## src/cos_pkg.sv

```systemverilog
// shared constants and types of the counter output stage and interrupt notifier
package cos_pkg;

  // clock and timing
  localparam int unsigned CLK_PERIOD_PS = 5000;
  localparam int unsigned GRID_US       = 50;
  localparam int unsigned GRID_CYC      = (GRID_US * 1000000) / CLK_PERIOD_PS;
  localparam int unsigned MAX_DELAY_US  = 200;
  localparam int unsigned MAX_DELAY_CYC = (MAX_DELAY_US * 1000000) / CLK_PERIOD_PS;

  // continuous logging
  localparam int unsigned LOG_ENTRIES   = 5120;
  localparam logic [12:0] LOG_LAST      = 13'(LOG_ENTRIES - 1);

  // terminal and factor counts
  localparam int unsigned NUM_EVT       = 4;
  localparam int unsigned NUM_EVT_WIDE  = 2;
  localparam int unsigned NUM_SI        = 8;
  localparam int unsigned NUM_FAC       = 9;
  localparam int unsigned LOG_FAC       = 8;
  localparam int unsigned SI_SRC_W      = 4;

  // register byte offsets
  localparam logic [7:0]  OFS_CTRL      = 8'h00;
  localparam logic [7:0]  OFS_EVT_LINK  = 8'h04;
  localparam logic [7:0]  OFS_SI_LINK   = 8'h08;
  localparam logic [7:0]  OFS_STATUS    = 8'h0c;
  localparam logic [7:0]  OFS_LOG_CNT   = 8'h10;
  localparam logic [7:0]  OFS_REQ_CNT   = 8'h14;

  // control fields
  localparam int unsigned CTRL_WIDE_BIT   = 0;
  localparam int unsigned CTRL_SIGNED_BIT = 1;
  localparam int unsigned CTRL_LOGIE_BIT  = 2;

  // event link layout: two bits per terminal
  localparam int unsigned EVT_LINK_CMP  = 0;
  localparam int unsigned EVT_LINK_DET  = 1;

  // interrupt factor source bits, four per factor
  localparam int unsigned SRC_CMP0      = 0;
  localparam int unsigned SRC_CMP1      = 1;
  localparam int unsigned SRC_DET0      = 2;
  localparam int unsigned SRC_DET1      = 3;

  // status fields
  localparam int unsigned STAT_EVT_LSB  = 0;
  localparam int unsigned STAT_PG_BIT   = 4;
  localparam int unsigned STAT_CAM_BIT  = 5;
  localparam int unsigned STAT_PEND_LSB = 8;

  // reset values
  localparam logic [2:0]  CTRL_RST      = 3'h0;
  localparam logic [7:0]  EVT_LINK_RST  = 8'h00;
  localparam logic [31:0] SI_LINK_RST   = 32'h0000_0000;

  typedef logic [15:0] cos_timer_t;

endpackage

```

## src/cos_irq_if.sv

```systemverilog
// carrier between the output stage and the interrupt notifier
interface cos_irq_if;
  logic [cos_pkg::NUM_FAC-1:0] factor;
  logic                        req;
  logic [3:0]                  req_id;
  logic [cos_pkg::NUM_FAC-1:0] pending;

  modport stage    (output factor, input req, input req_id, input pending);
  modport notifier (input factor, output req, output req_id, output pending);
endinterface

```

## src/cos_notify.sv

```systemverilog
// interrupt notifier: 50 us request grid, per-factor pending and repeat drop
module cos_notify #(
  parameter int unsigned GRID_CYC = cos_pkg::GRID_CYC
) (
  input  wire logic   pclk,
  input  wire logic   presetn,
  cos_irq_if.notifier irq
);

  localparam cos_pkg::cos_timer_t GRID_CYC_M1 = 16'(GRID_CYC - 1);

  typedef struct packed {
    cos_pkg::cos_timer_t          timer;
    logic [cos_pkg::NUM_FAC-1:0]  prev;
    logic [cos_pkg::NUM_FAC-1:0]  seen;
    logic [cos_pkg::NUM_FAC-1:0]  pend;
    logic                         req;
    logic [3:0]                   id;
  } cos_ntf_st_t;

  cos_ntf_st_t                 st_q;
  cos_ntf_st_t                 st_d;
  logic                        tick;
  logic                        found;
  logic [3:0]                  gid;
  logic [cos_pkg::NUM_FAC-1:0] rise;
  logic [cos_pkg::NUM_FAC-1:0] seen_base;
  logic [cos_pkg::NUM_FAC-1:0] accept;
  logic [cos_pkg::NUM_FAC-1:0] cand;
  logic [cos_pkg::NUM_FAC-1:0] grant;

  always_comb begin
    st_d      = st_q;
    tick      = (st_q.timer == GRID_CYC_M1);
    st_d.timer = tick ? '0 : st_q.timer + 16'h0001;
    rise      = irq.factor & ~st_q.prev;
    // a new interval starts at the tick, so a rise in that cycle counts
    seen_base = tick ? '0 : st_q.seen;
    accept    = rise & ~seen_base;
    cand      = st_q.pend | accept;
    grant     = '0;
    gid       = 4'h0;
    found     = 1'b0;
    // highest index first keeps the logging factor within two slots
    for (int i = cos_pkg::NUM_FAC - 1; i >= 0; i--) begin
      if (tick && cand[i] && !found) begin
        grant[i] = 1'b1;
        gid      = 4'(i);
        found    = 1'b1;
      end
    end
    st_d.prev = irq.factor;
    st_d.seen = seen_base | accept;
    st_d.pend = cand & ~grant;
    st_d.req  = found;
    st_d.id   = found ? gid : st_q.id;
  end

  always_ff @(posedge pclk or negedge presetn) begin
    if (!presetn) begin
      st_q <= '0;
    end else begin
      st_q <= st_d;
    end
  end

  assign irq.req     = st_q.req;
  assign irq.req_id  = st_q.id;
  assign irq.pending = st_q.pend;

endmodule

```

## src/cos_output_stage.sv

```systemverilog
// counter output stage: event, pattern and cam pins, interrupt factors, apb registers
//
// Contract
// - four event terminals in 16-bit mode, only two in 32-bit mode
// - each event terminal drives the event pin of the same index
// - several signals linked to one terminal are combined by OR
// - 16-bit: events 0,1 take comparator 0; events 2,3 comparator 1
// - 16-bit: events 0,1 take detector output 0; events 2,3 output 1
// - 32-bit: detector outputs never feed event terminals
// - pattern pin exists only on 16-bit unsigned counters
// - pattern pin is always driven by the pattern generator
// - cam pin exists only on 32-bit counters, fixed to cam output
// - request interrupt on factor terminal or after 5120 logged entries
// - detector or comparator outputs linked to a factor raise it, except comparator 1 in 32-bit mode
// - logging-complete request only when its enable is set
// - detector output can trigger a request without a comparator
// - requests issue on a 50 us grid, one per slot
// - repeats of one factor within an interval are dropped
// - with logging active the request delay stays under 200 us; code bounds only the logging factor, granted first
module cos_output_stage #(
  parameter int unsigned GRID_CYC = cos_pkg::GRID_CYC
) (
  input  wire logic        pclk,
  input  wire logic        presetn,
  input  wire logic [7:0]  paddr,
  input  wire logic        psel,
  input  wire logic        penable,
  input  wire logic        pwrite,
  input  wire logic [31:0] pwdata,
  input  wire logic [3:0]  pstrb,
  output logic      [31:0] prdata,
  output logic             pready,
  output logic             pslverr,
  input  wire logic [1:0]  det_out,
  input  wire logic [1:0]  cmp_out,
  input  wire logic        pg_src,
  input  wire logic        cam_src,
  input  wire logic        log_store,
  output logic      [3:0]  event_pin,
  output logic             pg_pin,
  output logic             cam_pin,
  output logic             irq_req,
  output logic      [3:0]  irq_factor
);

  typedef struct packed {
    logic [2:0]                  ctrl;
    logic [7:0]                  evt_link;
    logic [31:0]                 si_link;
    logic [3:0]                  event_pin;
    logic                        pg_pin;
    logic                        cam_pin;
    logic [cos_pkg::NUM_FAC-1:0] factor;
    logic [12:0]                 log_cnt;
    logic                        log_full;
    logic [15:0]                 req_cnt;
    logic [31:0]                 prdata;
    logic                        pready;
    logic                        pslverr;
  } cos_stage_st_t;

  cos_stage_st_t st_q;
  cos_stage_st_t st_d;

  cos_irq_if irq_bus ();

  logic                        wide;
  logic                        signed_cnt;
  logic                        pg_present;
  logic                        setup;
  logic                        access;
  logic                        mapped;
  logic                        writable;
  logic [31:0]                 wmask;
  logic [31:0]                 rd_word;
  logic [3:0]                  evt_v;
  logic [3:0]                  src_vec;
  logic                        cmp_sel;
  logic                        det_sel;
  logic [cos_pkg::NUM_FAC-1:0] fac_v;

  // byte lane mask of the write strobes
  function automatic logic [31:0] strb_mask(input logic [3:0] strb);
    logic [31:0] m;
    m = '0;
    for (int b = 0; b < 4; b++) begin
      m[b*8 +: 8] = {8{strb[b]}};
    end
    return m;
  endfunction

  // decode of the address in the setup cycle
  function automatic logic is_mapped(input logic [7:0] a);
    logic hit;
    hit = 1'b0;
    case (a)
      cos_pkg::OFS_CTRL,
      cos_pkg::OFS_EVT_LINK,
      cos_pkg::OFS_SI_LINK,
      cos_pkg::OFS_STATUS,
      cos_pkg::OFS_LOG_CNT,
      cos_pkg::OFS_REQ_CNT: begin
        hit = 1'b1;
      end
      default: begin
        hit = 1'b0;
      end
    endcase
    return hit;
  endfunction

  always_comb begin
    st_d       = st_q;
    wide       = st_q.ctrl[cos_pkg::CTRL_WIDE_BIT];
    signed_cnt = st_q.ctrl[cos_pkg::CTRL_SIGNED_BIT];
    pg_present = ~wide & ~signed_cnt;

    // event output terminals
    evt_v   = '0;
    cmp_sel = 1'b0;
    det_sel = 1'b0;
    for (int k = 0; k < cos_pkg::NUM_EVT; k++) begin
      // 16-bit pairs terminals on comparator/detector k/2
      cmp_sel = wide ? cmp_out[0] : cmp_out[k/2];
      det_sel = det_out[k/2] & ~wide;
      evt_v[k] = (st_q.evt_link[2*k + cos_pkg::EVT_LINK_CMP] & cmp_sel)
               | (st_q.evt_link[2*k + cos_pkg::EVT_LINK_DET] & det_sel);
      if (wide && (k >= cos_pkg::NUM_EVT_WIDE)) begin
        evt_v[k] = 1'b0;
      end
    end
    st_d.event_pin = evt_v;

    // pattern and cam pins, hard-linked, low where the pin is absent
    st_d.pg_pin  = pg_present & pg_src;
    st_d.cam_pin = wide & cam_src;

    // continuous logging entry counter
    st_d.log_full = 1'b0;
    if (log_store) begin
      if (st_q.log_cnt == cos_pkg::LOG_LAST) begin
        st_d.log_cnt  = '0;
        st_d.log_full = 1'b1;
      end else begin
        st_d.log_cnt = st_q.log_cnt + 13'h0001;
      end
    end

    // interrupt factor terminals
    src_vec = '0;
    src_vec[cos_pkg::SRC_CMP0] = cmp_out[0];
    src_vec[cos_pkg::SRC_CMP1] = cmp_out[1] & ~wide;
    src_vec[cos_pkg::SRC_DET0] = det_out[0];
    src_vec[cos_pkg::SRC_DET1] = det_out[1];
    fac_v = '0;
    for (int s = 0; s < cos_pkg::NUM_SI; s++) begin
      fac_v[s] = |(st_q.si_link[s*cos_pkg::SI_SRC_W +: cos_pkg::SI_SRC_W] & src_vec);
    end
    fac_v[cos_pkg::LOG_FAC] = st_q.log_full
                            & st_q.ctrl[cos_pkg::CTRL_LOGIE_BIT];
    st_d.factor = fac_v;

    // issued request counter
    if (irq_bus.req) begin
      st_d.req_cnt = st_q.req_cnt + 16'h0001;
    end

    // apb slave: answer in the first access cycle
    setup    = psel & ~penable;
    access   = psel & penable & st_q.pready;
    mapped   = is_mapped(paddr);
    writable = (paddr == cos_pkg::OFS_CTRL)
             | (paddr == cos_pkg::OFS_EVT_LINK)
             | (paddr == cos_pkg::OFS_SI_LINK);
    wmask    = strb_mask(pstrb);

    rd_word = '0;
    case (paddr)
      cos_pkg::OFS_CTRL: begin
        rd_word[2:0] = st_q.ctrl;
      end
      cos_pkg::OFS_EVT_LINK: begin
        rd_word[7:0] = st_q.evt_link;
      end
      cos_pkg::OFS_SI_LINK: begin
        rd_word = st_q.si_link;
      end
      cos_pkg::OFS_STATUS: begin
        rd_word[cos_pkg::STAT_EVT_LSB +: cos_pkg::NUM_EVT] = st_q.event_pin;
        rd_word[cos_pkg::STAT_PG_BIT]  = st_q.pg_pin;
        rd_word[cos_pkg::STAT_CAM_BIT] = st_q.cam_pin;
        rd_word[cos_pkg::STAT_PEND_LSB +: cos_pkg::NUM_FAC] = irq_bus.pending;
      end
      cos_pkg::OFS_LOG_CNT: begin
        rd_word[12:0] = st_q.log_cnt;
      end
      cos_pkg::OFS_REQ_CNT: begin
        rd_word[15:0] = st_q.req_cnt;
      end
      default: begin
        rd_word = '0;
      end
    endcase

    st_d.pready  = setup;
    st_d.pslverr = setup & ~mapped;
    if (setup) begin
      st_d.prdata = (mapped && !pwrite) ? rd_word : 32'h0000_0000;
    end

    if (access && pwrite && !st_q.pslverr && writable) begin
      case (paddr)
        cos_pkg::OFS_CTRL: begin
          st_d.ctrl = (st_q.ctrl & ~wmask[2:0]) | (pwdata[2:0] & wmask[2:0]);
        end
        cos_pkg::OFS_EVT_LINK: begin
          st_d.evt_link = (st_q.evt_link & ~wmask[7:0]) | (pwdata[7:0] & wmask[7:0]);
        end
        cos_pkg::OFS_SI_LINK: begin
          st_d.si_link = (st_q.si_link & ~wmask) | (pwdata & wmask);
        end
        default: begin
          st_d.ctrl = st_q.ctrl;
        end
      endcase
    end
  end

  always_ff @(posedge pclk or negedge presetn) begin
    if (!presetn) begin
      st_q          <= '0;
      st_q.ctrl     <= cos_pkg::CTRL_RST;
      st_q.evt_link <= cos_pkg::EVT_LINK_RST;
      st_q.si_link  <= cos_pkg::SI_LINK_RST;
    end else begin
      st_q <= st_d;
    end
  end

  assign irq_bus.factor = st_q.factor;

  cos_notify #(
    .GRID_CYC (GRID_CYC)
  ) u_notify (
    .pclk    (pclk),
    .presetn (presetn),
    .irq     (irq_bus)
  );

  assign prdata     = st_q.prdata;
  assign pready     = st_q.pready;
  assign pslverr    = st_q.pslverr;
  assign event_pin  = st_q.event_pin;
  assign pg_pin     = st_q.pg_pin;
  assign cam_pin    = st_q.cam_pin;
  assign irq_req    = irq_bus.req;
  assign irq_factor = irq_bus.req_id;

endmodule

```

## config.mk

```make
export PLATFORM = sky130hd
export DESIGN_NAME = cos_output_stage
export DESIGN_NICKNAME = d
export VERILOG_FILES = /design/src/cos_pkg.sv /design/src/cos_irq_if.sv /design/src/cos_notify.sv /design/src/cos_output_stage.sv
export SDC_FILE = /design/constraint.sdc
export NUM_CORES = 1
export LEC_CHECK = 0
export ABC_AREA = 0
export BUFFER_PORTS_ARGS = -buffer_cell sky130_fd_sc_hd__buf_4
export CAP_MARGIN = 15
export CORE_MARGIN = 4
export CORE_UTILIZATION = 58
export CTS_BUF_LIST = sky130_fd_sc_hd__clkbuf_4 sky130_fd_sc_hd__clkbuf_8 sky130_fd_sc_hd__clkbuf_16
export CTS_CLUSTER_DIAMETER = 50
export DETAILED_ROUTE_END_ITERATION = 16
export PLACE_DENSITY = 0.8
export SYNTH_ARGS = -nofsm -noshare
export SYNTH_HDL_FRONTEND = slang
export SYNTH_SLANG_ARGS = --single-unit
```

## constraint.sdc

```tcl
create_clock -name pclk -period 2.2 [get_ports pclk]
set_clock_uncertainty 0.05 [all_clocks]
set_input_delay 0.11 -clock pclk [delete_from_list [all_inputs] [get_ports pclk]]
set_output_delay 0.11 -clock pclk [all_outputs]
set_load 0.02 [all_outputs]
```

==> results.cfg <==
[outcome]
status = finished clean

[synthesis]
synth-seq-area-share = 0.556
yosysMostFrequentCell = dfrtp_1
post_synth.cell_area_avg_um2 = 11.6
synth_cell_types = 55
syn_area_um2 = 7660
ys_async_sr_fraction = 1.00
netlist_top_cells_area = dfrtp_1, mux2_2, buf_4
yosysTopAreaCell = dfrtp_1
yosys_warnings = 0
synth_seq_cells = 170
syn-num-nets = 718
netlist_instances = 659
yosysTopAreaCellShare = 0.556
synth_edf_count = 0
synth_ff_type = dfrtp_1
synth_commonest_cells = dfrtp_1, mux2_2, buf_4

[timing]
final-setup-viol-count = 0
rsz0062_at_grt = no
layout_min_cycle_time_ns = 2.09
period_share = 0.952
worst_slew_margin_rel = 0.599
max_freq_mhz = 478
drv_slew = 0
finalSetupTns_ns = 0
hold_viol_final = 0
tightest_slew_ns = 0.601

[cells_and_area]
multi_input_area_um2 = 2960
diodes = 0
final_cells = 954
ff_latch_area_um2 = 4250
drive_gt1_frac = 0.288
syn2layout_area_growth_pct = 23.4
fillers = 810
nets = 828

[worst_setup_path]
end_kind = flop
crit_path_cell_trace = or3_1 -> or2_0 -> nor3_1 -> nand2_1 -> o22ai_1
critPathRequiredTime_ns = 2.49
worstPathMaxFanout = 9
critPathArrivalTime_ns = 2.39
crit_family = simple AND/OR/NAND/NOR gates
critPathKind = flop to flop
slowest_delay_ns = 0.43
worst-path-buf-inv = 0
slowest_stage = dfrtp_1
startpoint_type = flop

[floorplanning]
fp.dieH_um = 123
ios = 101
core_um2 = 12800
die_x_um = 123
rows = 41
start_util = 0.599
floorplan.die_area_um2 = 15100

[clock_tree]
cts_root_buf = clkbuf_16
clk_pin_slew_ns = 0.07
clockBufferDepth = 2
cts_tree = done
h-tree-depth = 4
cts.sinks = 170
numCtsBuffers = 17
clock_latency_ns = 0.43

[power_and_ir_drop]
ir_worst_vdd_uv = 519
power_density_nw_per_um2 = 755
p_leak_uw = 0.00465

[placed_design]
post-dp-hpwl_um = 13000
place_inst = 881
gp_congestion = 0.871
io_buffers = 100

[routing]
num_vias = 5773
drt_wl_total_um = 19700
wl_per_cell_um = 20.6
drc = 0
first_pass_iters = 6
drt_iter0_drc = 490
avgViaCountPerCell = 6.05
ant_nets = 0

[global_routing]
grt_antenna_before_repair = 0
grt_max_degree = 65
grt_pass1_vias = 6081
grt_pass1_wl_um = 31400
gr-total-overflow = 0
grt_usage = 0.272

[worst_hold_path]
hold_path.class = input pin to flop

[run]
max_cap_violations = 0
[path summary, 6_finish.rpt]
kind,depth (start not counted),from,slack [ns],end
max in group asynchronous,3,presetn,1.07,async pin
worst max register to register,5,u_notify.st_q[43],0.11,u_notify.irq.req_id[2]
worst min register to register,0,irq_bus.factor[5],0.32,u_notify.st_q[28]
min in group asynchronous,2,presetn,0.18,u_notify.irq.req_id[0]
worst max-delay path,5,u_notify.st_q[43],0.11,u_notify.irq.req_id[2]
worst min-delay path,2,cmp_out[0],0.03,event_pin[0]
[stage by stage]
step | power, uW | instance area [um2] | util | hold slack, ns | setup slack (ns)
floorplan | 3540 | 7660 | - | -0.236 | 0.343
global placement | 3780 | 8350 | 0.654 | 0.0856 | 0.157
detailed placement | 3810 | 8350 | 0.654 | 0.0926 | 0.164
CTS | 7140 | 9410 | 0.737 | 0.00853 | 0.0525
global route | 7340 | 9450 | 0.740 | 0.0179 | 0.0229
finish | 7130 | 9450 | 0.740 | 0.0285 | 0.106
[power breakdown]
group          internal [uW]  switching (uW)
combinational            242             283
clock                   2050            1260
sequential              3200            99.0
total                   5490            1640
[logic make-up (layout without fill, tap and decap cells)]
| logic type | count (synthesis) | count (layout) | share of synthesized area |
|---|---|---|---|
| simple gates | 191 | 191 | 0.134 |
| flops | 170 | 170 | 0.556 |
| compound gates | 123 | 123 | 0.122 |
| buf+inv | 80 | 203 | 0.0621 |
| mux | 54 | 54 | 0.0788 |
| xor+xnor | 38 | 38 | 0.0435 |
| fa+ha+maj | 3 | 3 | 0.00490 |
[layer usage]
layer  vias up  track usage  part of all wire
met5         -            0                 0
met4         0        0.125             0.030
met3        59       0.0691             0.063
met2       224        0.452              0.52
met1      2940        0.335              0.39
li1       2550            -                 -
[area by class of cell]
type                    instances  area share
well taps                     172      0.0228
flip-flops and latches        170       0.450
clock buffers                  18      0.0465
inverters                      10     0.00397
clock inverters                14      0.0230
multi-input cells             409       0.313
repair buffers                161       0.140
[cells in the final DEF (no fill, tap or decap), drive strengths merged, types with 6 or more instances in the layout]
cell type / instances
a21o: 7
a21oi: 21
a221oi: 8
a222oi: 8
a22o: 31
a22oi: 16
and2: 6
and3: 13
buf: 121
clkbuf: 18
dfrtp: 170
dlygate4sd3: 40
inv: 13
mux2: 50
nand2: 42
nand3: 17
nand4: 9
nor2: 40
nor2b: 18
nor3: 10
nor3b: 8
o21ai: 11
o22ai: 6
xnor2: 24
xor2: 14
[timing repair]
action	in CTS	in global routing
gates resized for setup	0	5
endpoints found under the hold margin	113	0
buffers inserted	0	1
hold buffers	40	0
endpoints found under the setup margin	0	14
No activity file was read; power rests on OpenSTA's default activity.
